File: src/logic/pps_pkg.sv
package pps_pkg;
    // System and shift clock rates
    localparam int unsigned SYS_HZ = 20_000_000;
    localparam int unsigned SHIFT_HZ = 10_000_000;
    // Shift clock high and low time in system cycles
    localparam int unsigned HALF_CYC = SYS_HZ / SHIFT_HZ / 2;
    // Pulses per transfer and pulse counter width
    localparam int unsigned SHIFT_PULSES = 16;
    localparam int unsigned CNT_W = 4;
    // Delay from strobe trailing edge to first shift pulse
    localparam int unsigned START_DLY_NS = 100;
    localparam int unsigned START_DLY_CYC = (START_DLY_NS * (SYS_HZ / 1_000_000) + 999) / 1000;
    // Gap from last shift pulse to control latch load
    localparam int unsigned LATCH_DLY_NS = 100;
    localparam int unsigned LATCH_DLY_CYC = (LATCH_DLY_NS * (SYS_HZ / 1_000_000) + 999) / 1000;
    localparam int unsigned DLY_W = 4;
    // Word widths
    localparam int unsigned CTRL_W = 8;
    localparam int unsigned DATA_W = 16;
    // Start select bit positions
    localparam int unsigned START_CTRL_BIT = 0;
    localparam int unsigned START_DATA_BIT = 1;
    // Reset value of the control latch
    localparam logic [7:0] CTRL_LATCH_RST = 8'h00;

    // Output enables of the four open-collector flag lines
    typedef struct packed {
        logic abnormal;
        logic curlim;
        logic pwroff;
        logic not_ready;
    } flags_s;

    // Serial link toward the isolated side
    typedef struct packed {
        logic sclk;
        logic sdata_ctrl;
        logic sdata_data;
    } serial_s;
endpackage

File: src/logic/program_serializer.sv
`timescale 1ns/1ns
module program_serializer
#(
    parameter int unsigned CTRL_W = pps_pkg::CTRL_W,
    parameter int unsigned DATA_W = pps_pkg::DATA_W
)
(
    input wire logic clk_sys_i,
    input wire logic nrst_i,
    input wire logic srst_i,
    input wire logic [CTRL_W-1:0] ctrl_word_i,
    input wire logic [DATA_W-1:0] data_word_i,
    input wire logic ctrl_strobe_i,
    input wire logic data_strobe_i,
    input wire logic strobe_sel_i,
    input wire logic dual_mode_i,
    input wire logic addr_i,
    input wire logic [1:0] start_sel_i,
    input wire logic negative_i,
    input wire logic poll_n_i,
    input wire logic overload_i,
    input wire logic power_fail_i,
    output logic [CTRL_W-1:0] ctrl_thru_o,
    output logic [DATA_W-1:0] data_thru_o,
    output pps_pkg::serial_s serial_o,
    output logic first_hold_o,
    output logic hold_o,
    output logic latch_load_o,
    output logic [CTRL_W-1:0] ctrl_latch_o,
    output logic [DATA_W-1:0] data_par_o,
    output pps_pkg::flags_s flag_out_o,
    output pps_pkg::flags_s flag_oe_o
);
    typedef enum logic [2:0] {ST_IDLE, ST_ARMED, ST_DELAY, ST_SHIFT, ST_LATCH} xfer_e;

    logic [1:0] rst_sync_r;
    logic rst_n;
    // Reset release through two flops, assertion stays asynchronous
    always_ff @(posedge clk_sys_i or negedge nrst_i)
    begin
        if (!nrst_i)
            rst_sync_r <= 2'h0;
        else
            rst_sync_r <= {rst_sync_r[0], 1'b1};
    end
    assign rst_n = rst_sync_r[1];

    // All pin inputs pass two flops; first stage is read by the second only
    localparam int unsigned SW = CTRL_W + DATA_W + 12;
    logic [SW-1:0] pin_raw, pin_m_r, pin_s_r;
    assign pin_raw = {ctrl_word_i, data_word_i, ctrl_strobe_i, data_strobe_i, strobe_sel_i,
                      dual_mode_i, addr_i, start_sel_i, negative_i, poll_n_i, overload_i,
                      power_fail_i, srst_i};
    always_ff @(posedge clk_sys_i or negedge rst_n)
    begin
        if (!rst_n)
        begin
            pin_m_r <= '0;
            pin_s_r <= '0;
        end
        else
        begin
            pin_m_r <= pin_raw;
            pin_s_r <= pin_m_r;
        end
    end

    logic [CTRL_W-1:0] ctrl_s;
    logic [DATA_W-1:0] data_s;
    logic cstb_s, dstb_s, sel_s, dual_s, addr_s, neg_s, poll_n_s, ovl_s, pfail_s, srst_s;
    logic [1:0] start_s;
    assign {ctrl_s, data_s, cstb_s, dstb_s, sel_s, dual_s, addr_s, start_s, neg_s,
            poll_n_s, ovl_s, pfail_s, srst_s} = pin_s_r;

    // Strobe edge detection on the synchronised copies
    logic cstb_d_r, dstb_d_r;
    always_ff @(posedge clk_sys_i or negedge rst_n)
    begin
        if (!rst_n)
        begin
            cstb_d_r <= 1'b0;
            dstb_d_r <= 1'b0;
        end
        else
        begin
            cstb_d_r <= cstb_s;
            dstb_d_r <= dstb_s;
        end
    end
    wire cstb_rise = cstb_s & ~cstb_d_r;
    wire dstb_rise = dstb_s & ~dstb_d_r;
    wire cstb_fall = ~cstb_s & cstb_d_r;
    wire dstb_fall = ~dstb_s & dstb_d_r;

    // Load steering; an unaddressed unit loads on no strobe
    wire ld_ctrl = addr_s & cstb_rise & (dual_s | sel_s);
    wire ld_data = addr_s & (dual_s ? dstb_rise : (cstb_rise & ~sel_s));
    wire ld_any = ld_ctrl | ld_data;
    // Trailing edge of a strobe chosen to start the transfer
    wire start_edge = (start_s[pps_pkg::START_CTRL_BIT] & cstb_fall)
                    | (start_s[pps_pkg::START_DATA_BIT] & dstb_fall);

    xfer_e st_r, st_nxt;
    logic [pps_pkg::DLY_W-1:0] dly_r;
    logic [pps_pkg::CNT_W-1:0] cnt_r;
    logic phase_r;
    logic cmp_r;
    logic hold_r;
    logic first_hold_r;
    logic [CTRL_W-1:0] ctrl_sr_r, rx_ctrl_r, ctrl_latch_r;
    logic [DATA_W-1:0] data_sr_r, rx_data_r;

    // A pulse ends on the falling half of the shift clock
    wire pulse_end = (st_r == ST_SHIFT) & phase_r;
    wire carry = pulse_end & (cnt_r == pps_pkg::CNT_W'(pps_pkg::SHIFT_PULSES - 1));
    wire dly_done = dly_r == '0;
    wire sdata_data = data_sr_r[0] ^ (cmp_r & neg_s);
    wire sdata_ctrl = ctrl_sr_r[0];

    // Transfer sequencing
    always_comb
    begin
        st_nxt = st_r;
        case (st_r)
            ST_IDLE:
                if (ld_any)
                    st_nxt = ST_ARMED;
            ST_ARMED:
                if (start_edge)
                    st_nxt = ST_DELAY;
            ST_DELAY:
                if (dly_done)
                    st_nxt = ST_SHIFT;
            ST_SHIFT:
                if (carry)
                    st_nxt = ST_LATCH;
            ST_LATCH:
                if (dly_done)
                    st_nxt = ST_IDLE;
            default:
                st_nxt = ST_IDLE;
        endcase
    end

    // State, delay counter and shift clock phase
    always_ff @(posedge clk_sys_i or negedge rst_n)
    begin
        if (!rst_n)
        begin
            st_r <= ST_IDLE;
            dly_r <= '0;
            phase_r <= 1'b0;
        end
        else if (srst_s)
        begin
            st_r <= ST_IDLE;
            dly_r <= '0;
            phase_r <= 1'b0;
        end
        else
        begin
            st_r <= st_nxt;
            if (st_r == ST_ARMED)
                dly_r <= pps_pkg::DLY_W'(pps_pkg::START_DLY_CYC - 1);
            else if (st_r == ST_SHIFT)
                dly_r <= pps_pkg::DLY_W'(pps_pkg::LATCH_DLY_CYC - 1);
            else if (!dly_done)
                dly_r <= dly_r - 1'b1;
            // 20 MHz toggling gives a 10 MHz shift clock
            phase_r <= (st_nxt == ST_SHIFT) ? ~phase_r : 1'b0;
        end
    end

    // Pulse counter and complement flop; the carry clears both
    always_ff @(posedge clk_sys_i or negedge rst_n)
    begin
        if (!rst_n)
        begin
            cnt_r <= '0;
            cmp_r <= 1'b0;
        end
        else if (srst_s | carry)
        begin
            cnt_r <= '0;
            cmp_r <= 1'b0;
        end
        else if (pulse_end)
        begin
            cnt_r <= cnt_r + 1'b1;
            if (data_sr_r[0])
                cmp_r <= 1'b1;
        end
    end

    // Hold spans from load to the carry; first hold marks the load itself
    always_ff @(posedge clk_sys_i or negedge rst_n)
    begin
        if (!rst_n)
        begin
            hold_r <= 1'b0;
            first_hold_r <= 1'b0;
        end
        else if (srst_s)
        begin
            hold_r <= 1'b0;
            first_hold_r <= 1'b0;
        end
        else
        begin
            first_hold_r <= ld_any;
            if (carry)
                hold_r <= 1'b0;
            else if (first_hold_r)
                hold_r <= 1'b1;
        end
    end

    // Send side registers: parallel load, then rotate; control word goes round twice
    always_ff @(posedge clk_sys_i or negedge rst_n)
    begin
        if (!rst_n)
        begin
            ctrl_sr_r <= '0;
            data_sr_r <= '0;
        end
        else if (pulse_end)
        begin
            ctrl_sr_r <= {ctrl_sr_r[0], ctrl_sr_r[CTRL_W-1:1]};
            data_sr_r <= {data_sr_r[0], data_sr_r[DATA_W-1:1]};
        end
        else
        begin
            if (ld_ctrl)
                ctrl_sr_r <= ctrl_s;
            if (ld_data)
                data_sr_r <= data_s;
        end
    end

    // Receive side reassembles words on the forwarded clock
    always_ff @(posedge clk_sys_i or negedge rst_n)
    begin
        if (!rst_n)
        begin
            rx_ctrl_r <= '0;
            rx_data_r <= '0;
        end
        else if (pulse_end)
        begin
            rx_ctrl_r <= {sdata_ctrl, rx_ctrl_r[CTRL_W-1:1]};
            rx_data_r <= {sdata_data, rx_data_r[DATA_W-1:1]};
        end
    end

    // Control latch loads once the gap after the last pulse runs out
    wire latch_load = (st_r == ST_LATCH) & dly_done;
    always_ff @(posedge clk_sys_i or negedge rst_n)
    begin
        if (!rst_n)
            ctrl_latch_r <= pps_pkg::CTRL_LATCH_RST;
        else if (latch_load)
            ctrl_latch_r <= rx_ctrl_r;
    end

    // Pass-through words for the next unit in the chain
    always_ff @(posedge clk_sys_i or negedge rst_n)
    begin
        if (!rst_n)
        begin
            ctrl_thru_o <= '0;
            data_thru_o <= '0;
        end
        else
        begin
            ctrl_thru_o <= ctrl_s;
            data_thru_o <= data_s;
        end
    end

    // Open-collector flags only ever pull low; the source supplies pull-ups
    pps_pkg::flags_s flag_oe_nxt, flag_oe_r;
    assign flag_oe_nxt.abnormal = ovl_s | pfail_s;
    assign flag_oe_nxt.curlim = ~poll_n_s & ovl_s;
    assign flag_oe_nxt.pwroff = ~poll_n_s & pfail_s;
    assign flag_oe_nxt.not_ready = (st_r != ST_IDLE) | hold_r | first_hold_r;
    always_ff @(posedge clk_sys_i or negedge rst_n)
    begin
        if (!rst_n)
            flag_oe_r <= '0;
        else
            flag_oe_r <= flag_oe_nxt;
    end

    // Output drive
    assign flag_oe_o = flag_oe_r;
    assign flag_out_o = '0;
    assign serial_o.sclk = phase_r;
    assign serial_o.sdata_ctrl = sdata_ctrl;
    assign serial_o.sdata_data = sdata_data;
    assign first_hold_o = first_hold_r;
    assign hold_o = hold_r;
    assign latch_load_o = latch_load;
    assign ctrl_latch_o = ctrl_latch_r;
    assign data_par_o = rx_data_r;

    logic [4:0] seen_r;
    always_ff @(posedge clk_sys_i or negedge rst_n)
    begin
        if (!rst_n)
            seen_r <= '0;
        else if (st_r != ST_SHIFT)
            seen_r <= '0;
        else if (pulse_end)
            seen_r <= seen_r + 1'b1;
    end

    // Control word as last loaded; the far side must rebuild it unaltered
    logic [CTRL_W-1:0] ctrl_ld_r;
    always_ff @(posedge clk_sys_i or negedge rst_n)
    begin
        if (!rst_n)
            ctrl_ld_r <= '0;
        else if (ld_ctrl & ~pulse_end)
            ctrl_ld_r <= ctrl_s;
    end
endmodule

File: config.mk
export PLATFORM = sky130hd
export DESIGN_NAME = program_serializer
export DESIGN_NICKNAME = d
export VERILOG_FILES = /design/src/logic/pps_pkg.sv /design/src/logic/program_serializer.sv
export SDC_FILE = /design/constraint.sdc
export NUM_CORES = 1
export LEC_CHECK = 0
export BUFFER_PORTS_ARGS = -buffer_cell sky130_fd_sc_hd__buf_2
export CAP_MARGIN = 40
export CORE_UTILIZATION = 45
export DETAILED_ROUTE_END_ITERATION = 10
export GPL_TIMING_DRIVEN = 0
export PLACE_DENSITY = 0.66
export SYNTH_ARGS = -nofsm -noshare
export SYNTH_HDL_FRONTEND = slang
export SYNTH_SLANG_ARGS = --single-unit
File: constraint.sdc
create_clock -name clk_sys_i -period 15.5 [get_ports clk_sys_i]
set_input_delay 3.1 -clock clk_sys_i [delete_from_list [all_inputs] [get_ports clk_sys_i]]
set_output_delay 3.1 -clock clk_sys_i [all_outputs]
set_load 0.03 [all_outputs]
==> results of run 1 <==
[area by class of cell]
cell class	count	area share
flip-flops and latches	175	0.604
multi-input cells	256	0.188
repair buffers	97	0.0731
clock buffers	22	0.0626
well taps	172	0.0297
clock inverters	10	0.0224
plain buffers	23	0.0181
inverters	5	0.00259
[cell usage after synthesis, types with 2 or more instances]
cell	instances	share of area
conb_1	2	0.0013
ha_1	3	0.0064
inv_1	5	0.0032
a21oi_1	6	0.0051
mux2_2	24	0.046
o21ai_0	3	0.0026
a21o_1	3	0.0038
a31oi_1	8	0.0085
or2_2	2	0.0021
xnor2_1	4	0.0060
dfrtp_1	175	0.74
and3_1	2	0.0021
buf_2	6	0.0051
clkbuf_1	8	0.0051
nor4_1	2	0.0021
buf_4	8	0.010
nor2_1	20	0.013
nor2b_1	3	0.0032
nand3b_1	2	0.0026
nand2_1	145	0.093
nor3_1	5	0.0043
[path summary, 6_finish.rpt]
| kind | from | endpoint | slack [ns] | cells past startpoint |
|---|---|---|---|---|
| min in group clk_sys_i | pin_m_r[5] | pin_s_r[5] | 0.35 | 0 |
| max in group asynchronous | nrst_i | rst_sync_r[1] | 12.94 | 1 |
| max reg2reg | dly_r[0] | ctrl_latch_o[2] | 13.51 | 5 |
| min | rst_sync_r[1] | pin_m_r[14] | 0.35 | 0 |
| min reg2reg | rst_sync_r[1] | pin_m_r[14] | 0.35 | 0 |
| max | dly_r[0] | latch_load_o | 10.17 | 6 |
[registers in the layout, summed over array words and instances, names as in the netlist, 2 cells and up]
name	count
pin_m_r	36
pin_s_r	36
data_par_o	16
data_sr_r	16
data_thru_o	16
ctrl_latch_o	8
ctrl_sr_r	8
ctrl_thru_o	8
rx_ctrl_r	8
cnt_r	4
dly_r	4
flag_oe_o	4
st_r	3
rst_sync_r	2
[per-stage QoR]
step	cells	instance area [um^2]	worst slack, ns	util
floorplan	459	5890	10.26	-
global placement	726	6580	8.75	0.519
detailed placement	728	6640	10.59	0.524
CTS	760	7260	10.13	0.573
global route	760	7260	9.97	0.573
finish	760	7260	10.17	0.573
[power by group through the flow]
stage               Combinational [W]  Clock, W  Sequential (W)
floorplan                   0.0000480         0        0.000524
global placement            0.0000714         0        0.000521
detailed placement          0.0000834         0        0.000517
CTS                         0.0000839  0.000449        0.000509
global route                0.0000912  0.000469        0.000512
finish                      0.0000823  0.000436        0.000508
[worst reg2reg max path: cells and delay by family (launching register included)]
family	cells	cell delay (ns)
adder cells (fa/ha/maj)	1	0.13
buffers and inverters	1	0.09
flip-flops	1	0.41
multiplexers	1	0.36
AND/OR/NAND/NOR	2	0.87
[routing by layer]
| layer | up-vias | wire (um) | global-route usage |
|---|---|---|---|
| met3 | 11 | 486 | 0.0519 |
| met1 | 1704 | 4380 | 0.207 |
| met2 | 92 | 4970 | 0.266 |
| met4 | 0 | 131 | 0.0846 |
| li1 | 1700 | - | - |
| met5 | - | 0 | 0 |
[cell families after synthesis]
| logic type | Yosys count | share of synthesized area |
|---|---|---|
| mux | 24 | 0.0460 |
| buf+inv | 28 | 0.0255 |
| fa+ha+maj | 3 | 0.00639 |
| xor+xnor | 5 | 0.00745 |
| other cells | 2 | 0.00128 |
| compound gates | 28 | 0.0313 |
| simple gates | 191 | 0.137 |
| flops | 175 | 0.745 |
==> results.ini, run 1 <==
[power_and_ir_drop]
power_frac_seq=0.495
swShare=0.222
vdd_ir_drop_max_v=0.0000936
powerDensity_mw_per_mm2=141
p_leak_nw=3.71
p_sw_w=0.000228
clkPwrFrac=0.425
comb_power_share=0.080
finalPower_w=0.00103
internal-power_w=0.000798

[setup_path]
path_max_fanout=9
crit_family=simple AND/OR/NAND/NOR gates
start_kind=register
arrival_ns=2.23
path_cells=inv_1, ha_1, nor3b_2, nand3_2, inv_1, buf_2
crit_type=register to primary output
critPathRequiredTime_ns=12.40
worstPathBufferInverterCount=3
cpMaxStageDelayCell=nor3b_2
critPathCaptureType=primary output
critical_path.most_common_cell=inv_1
max_stage_delay_ns=0.52

[timing]
whs_ns=0.345
tns_ns=0
worstMarginPinSlew_ns=0.650
finalCritPeriodShare=0.344
timing.final.crit_period_ns=5.33
final-setup-viol-count=0
skew_ns=0.0170
hold_viol_final=0
fmaxAchievable_mhz=188
rsz0062_at_grt=false
slew_headroom=0.564
final_max_slew_viol_count=0

[global_routing]
first_global_vias=3611
antenna_found_initial=0
grt_start_max_net_pins=68
grt_pass1_wl_mm=16.8
groute.usage.overall=0.167
overflow=0

[clocking]
cts_tree=built
postCtsSetupBuffers=0
clock-sinks=175
clk_root_buffer_cell=clkbuf_16
cts.clk_slew.worst_paths_ns=0.06
clk_latency_ns=0.42
clock_path_buffers=2
cts_buffers=17
post_cts_resized=0
ctsHoldBuffers=0
cts_max_level=4

[route]
detail-route-antenna-nets=0
vias=3507
wl_per_cell_um=13.1
firstDrtPassIters=4
drt_iter0_markers=173
routed_wl_mm=9.96
vias_per_cell=4.61
drc=0

[synth]
async_reset_ff_frac=1.00
syn_inst=456
syn_area_mm2=0.00588
yosysSeqAreaShare=0.745
synth-main-ff-cell=dfrtp_1
synth_cell_types=41
syn_area_per_cell_um2=12.9
synth-edff-count=0
synth_seq_cells=175
yosys_warnings=0

[floorplan]
initial_core_util=0.464
core_mm2=0.0127
die_y_um=116
die_x_um=116
die-area_mm2=0.0135
io_pins=100
rows=41

[final_layout]
final-seq-area_mm2=0.00438
fillerInstances=1089
area_growth_pct=23.4
layout_common_cells=174 x dfrtp_1, 145 x nand2_1, 101 x buf_2, 24 x mux2_2, 20 x nor2_1
layout_commonest_cell=dfrtp_1
antenna_cells=0
drive_gt1_frac=0.294
nets=616
multi_input_area_mm2=0.00136

[run]
drv_cap=0

[status]
outcome=finished clean

[hold_path]
hold_path.class=register to asynchronous set/reset pin

[place]
port_buffers=95
place_congestion=0.779
hpwl_mm=6.78

(Power assumes the default switching activity.)
==> run 2, diff against run 1 <==
- PLACE_DENSITY: 0.66 -> 0.69
- clock period: 15.5 -> 4.5 ns (I/O delays scaled with it)
==> run 2 against run 1 <==
Effect of this change: wire length rose by 1.6%; via count rose by 2.5%; clock power rose to 3.1 times the previous value; clock skew fell by 0.0084 ns; largest power group unchanged; highest routed layer unchanged.
==> results.ini, run 2 (same netlist as run 1, synthesis figures left out) <==
[status]
outcome=finished clean

[route]
vias=3594
drt_iter0_markers=174
drc=0
firstDrtPassIters=4
detail-route-antenna-nets=0
wl_per_cell_um=13.3
vias_per_cell=4.72
routed_wl_mm=10.1

[power_and_ir_drop]
comb_power_share=0.086
internal-power_w=0.00254
finalPower_w=0.00336
power_frac_seq=0.519
vdd_ir_drop_max_v=0.000391
clkPwrFrac=0.395
swShare=0.244
p_leak_nw=3.68
p_sw_w=0.000822
powerDensity_mw_per_mm2=467

[clocking]
clock-sinks=175
cts.clk_slew.worst_paths_ns=0.06
post_cts_resized=0
ctsHoldBuffers=0
clk_latency_ns=0.43
cts_tree=built
cts_max_level=4
clock_path_buffers=2
cts_buffers=17
clk_root_buffer_cell=clkbuf_16
postCtsSetupBuffers=0

[final_layout]
drive_gt1_frac=0.301
nets=617
area_growth_pct=22.5
top_regs=pin_m_r x36, pin_s_r x36
layout_common_cells=174 x dfrtp_1, 145 x nand2_1, 101 x buf_2, 24 x mux2_2, 20 x nor2_1
layout_commonest_cell=dfrtp_1
antenna_cells=0
final_area_mm2=0.00720
fin_util=0.569

[setup_path]
start_kind=register
rrSetupSlack_ns=2.50
critPathCaptureType=primary output
path_max_fanout=9
r2r_start=st_r[2]
r2r-end=ctrl_sr_r[6]
arrival_ns=2.23
crit_type=register to primary output
critPathRequiredTime_ns=3.60
ff2ff_path_depth=6

[global_routing]
overflow=0
grt_start_max_net_pins=58
first_global_vias=3503
groute.usage.overall=0.167
grt_pass1_wl_mm=16.6
antenna_found_initial=0

[floorplan]
rows=41
die_x_um=116
die_y_um=116
core_mm2=0.0127
initial_core_util=0.464
io_pins=100
die-area_mm2=0.0135

[place]
port_buffers=95
place_congestion=0.820
hpwl_mm=6.87
dpl_cell_area_mm2=0.00666

[timing]
rsz0062_at_grt=false
final-setup-viol-count=0
tns_ns=0
timing.final.crit_period_ns=3.13
slew_headroom=0.579
finalCritPeriodShare=0.694
skew_ns=0.00858
hold_viol_final=0
fmaxAchievable_mhz=320
whs_ns=0.246
worstMarginPinSlew_ns=0.627
final_max_slew_viol_count=0

[hold_path]
hold_path.class=primary input to asynchronous set/reset pin

[run]
drv_cap=0

run 2: cell count changes in the layout (fill, tap and decap cells not counted), sizes merged:
cell / delta
clkbuf: -2
clkinv: +1
buf: +1
inv: +2
clkinvlp: +3
bufinv: -4
run 2: how the worst max path moves through the flow:
stage	startpoint	to	slack, ns	cells after the start
2_1_floorplan	rst_sync_r[1]	cmp_r	1.61	0
3_3_place_gp	rst_sync_r[1]	data_par_o[0]	0.81	0
5_1_grt	dly_r[0]	latch_load_o	1.14	6
3_5_place_dp	dly_r[0]	latch_load_o	1.82	6
4_1_cts	dly_r[0]	latch_load_o	1.33	6
6_report	dly_r[0]	latch_load_o	1.37	6
run 2: cell type report:
class                      count  area, um^2
buffer                        23         131
clock buffer                  20         457
clock inverter                12        87.6
fill                        1036        5470
inverter                       5        18.8
multi-input combinational    256        1360
sequential                   175        4380
tap                          172         215
timing repair buffer          98         551
run 2: per-stage QoR:
stage / instances / setup slack [ns]
4_1_cts: 761 / 1.33
3_3_place_gp: 726 / 0.809
3_5_place_dp: 729 / 1.82
2_1_floorplan: 459 / 1.61
5_1_grt: 761 / 1.14
6_report: 761 / 1.37
run 2: power groups by stage:
stage	Combinational, W	Sequential, W	Clock, W
after CTS	0.000293	0.00175	0.00136
after global routing	0.000325	0.00176	0.00143
final	0.000289	0.00175	0.00133
after floorplan	0.000165	0.00181	0
after global placement	0.000247	0.00179	0
after detailed placement	0.000291	0.00177	0
run 2: layer usage:
metal	vias up	part of all wire	global-route usage
li1	1702	-	-
met1	1746	0.47	0.222
met2	134	0.47	0.254
met3	12	0.057	0.0571
met4	0	0.010	0.0641
met5	-	0	0
run 2: critical path: stages (launching register included):
cell and delay [ns]:
dfrtp_1 0.40, inv_1 0.09, ha_1 0.13, nor3b_2 0.51, nand3_2 0.35, inv_1 0.12
buf_2 0.20
==> run 3, diff against run 2 <==
- PLACE_DENSITY: 0.69 -> 0.66
- clock period: 4.5 -> 3.1 ns (I/O delays scaled with it)
==> run 3 against run 2 <==
Effect of this change: non-clock buffer count rose by 1; worst setup slack got worse by 1.2 ns; flip-flop and latch count did not move; critical path type unchanged; largest power group unchanged.
==> results.ini, run 3 (same netlist as run 1, synthesis figures left out) <==
[status]
outcome=finished clean

[floorplan]
die-area_mm2=0.0135
die_y_um=116
die_x_um=116
io_pins=100
rows=41
core_mm2=0.0127
initial_core_util=0.464

[setup_path]
endpoint=latch_load_o
crit_path_start=dly_r[0]
max_stage_delay_ns=0.54
path_cells=inv_1, ha_1, nor3b_2, nand3_2, inv_1, buf_2
critical_path.most_common_cell=inv_1
r2r-end=ctrl_latch_o[6]
arrival_ns=2.30
start_kind=register
crit_type=register to primary output
rrSetupSlack_ns=1.05
ff2ff_path_depth=5
critPathRequiredTime_ns=2.48
path_max_fanout=9
cpMaxStageDelayCell=nor3b_2
critPathCaptureType=primary output
r2r_start=dly_r[0]

[power_and_ir_drop]
vdd_ir_drop_max_v=0.000592
power_frac_seq=0.505
swShare=0.242
powerDensity_mw_per_mm2=695
p_leak_nw=3.71
p_sw_w=0.00122
comb_power_share=0.083
clkPwrFrac=0.412
internal-power_w=0.00382

[timing]
worst_slack_ns=0.178
finalCritPeriodShare=0.943
skew_ns=0.00540
whs_ns=0.300
tns_ns=0
rsz0062_at_grt=false
worstMarginPinSlew_ns=0.648
fmaxAchievable_mhz=342
final-setup-viol-count=0
slew_headroom=0.566
timing.final.crit_period_ns=2.92
hold_viol_final=0
final_max_slew_viol_count=0

[place]
hpwl_mm=6.76
dpl_cell_area_mm2=0.00665
port_buffers=95
place_congestion=0.756
dp_worst_setup_slack_ns=0.647

[final_layout]
drive_gt1_frac=0.300
nets=618
final_area_mm2=0.00725
top_regs=pin_m_r x36, pin_s_r x36
layout_commonest_cell=dfrtp_1
fillerInstances=1049
area_growth_pct=23.3
antenna_cells=0
layout_common_cells=174 x dfrtp_1, 145 x nand2_1, 101 x buf_2, 24 x mux2_2, 20 x nor2_1

[route]
routed_wl_mm=10.1
vias=3607
detail-route-antenna-nets=0
vias_per_cell=4.73
firstDrtPassIters=4
wl_per_cell_um=13.3
drt_iter0_markers=167
drc=0

[global_routing]
antenna_found_initial=0
groute.usage.overall=0.165
first_global_vias=3532
overflow=0
grt_start_max_net_pins=50
grt_pass1_wl_mm=16.6

[clocking]
cts.clk_slew.worst_paths_ns=0.06
postCtsSetupBuffers=0
clock-sinks=175
clk_root_buffer_cell=clkbuf_16
cts_tree=built
clock_path_buffers=2
cts_max_level=4
clk_latency_ns=0.42
cts_buffers=17
post_cts_resized=0

[run]
drv_cap=0

[hold_path]
hold_path.class=primary input to register

-- run 3: repair_timing --
| item | 4_1_cts | 5_1_grt |
|---|---|---|
| hold endpoints to repair | 2 | 0 |
| endpoints found under the setup margin | 0 | 0 |
| hold buffers | 1 | 0 |
-- run 3: worst min-delay path by stage --
stage / startpoint / to / slack (ns) / depth (start not counted)
detailed placement: pin_m_r[14] / pin_s_r[14] / 0.33 / 0
global route: data_word_i[4] / pin_m_r[16] / 0.28 / 1
floorplan: nrst_i / rst_sync_r[0] / 0.32 / 0
CTS: start_sel_i[0] / pin_m_r[5] / 0.28 / 1
finish: data_word_i[1] / pin_m_r[13] / 0.30 / 1
global placement: pin_m_r[19] / pin_s_r[19] / 0.33 / 0
-- run 3: metrics by stage --
step	total power (W)	utilization	instances
3_3_place_gp	0.00296	0.520	726
2_1_floorplan	0.00286	-	459
4_1_cts	0.00511	0.572	762
3_5_place_dp	0.00300	0.525	729
6_report	0.00504	0.572	762
5_1_grt	0.00526	0.572	762
-- run 3: area by class of cell --
class                      count  area (um^2)  area share
timing repair buffer          99          553      0.0763
buffer                        23          131      0.0181
tap                          172          215      0.0297
sequential                   175         4380       0.605
clock inverter                14          155      0.0214
inverter                       5         18.8     0.00259
multi-input combinational    256         1360       0.188
clock buffer                  18          429      0.0592
-- run 3: worst max-delay path: cells and delay by family (launching register included) --
family,cells,cell delay [ns]
simple gates,2,0.92
flops,1,0.42
buf+inv,3,0.41
fa+ha+maj,1,0.14
-- run 3: power by group through the flow --
stage	Clock [W]	Sequential [W]	Combinational, W
6_report	0.00208	0.00254	0.000421
3_3_place_gp	0	0.00260	0.000359
5_1_grt	0.00223	0.00256	0.000468
4_1_cts	0.00214	0.00254	0.000428
3_5_place_dp	0	0.00258	0.000418
2_1_floorplan	0	0.00262	0.000240
-- run 3: routing by layer --
metal / share of wire / GRT usage / vias to the layer above
met4: 0.018 / 0.0761 / 0
met2: 0.48 / 0.257 / 110
met1: 0.45 / 0.213 / 1762
met3: 0.055 / 0.0509 / 17
met5: 0 / 0 / -
li1: - / - / 1718
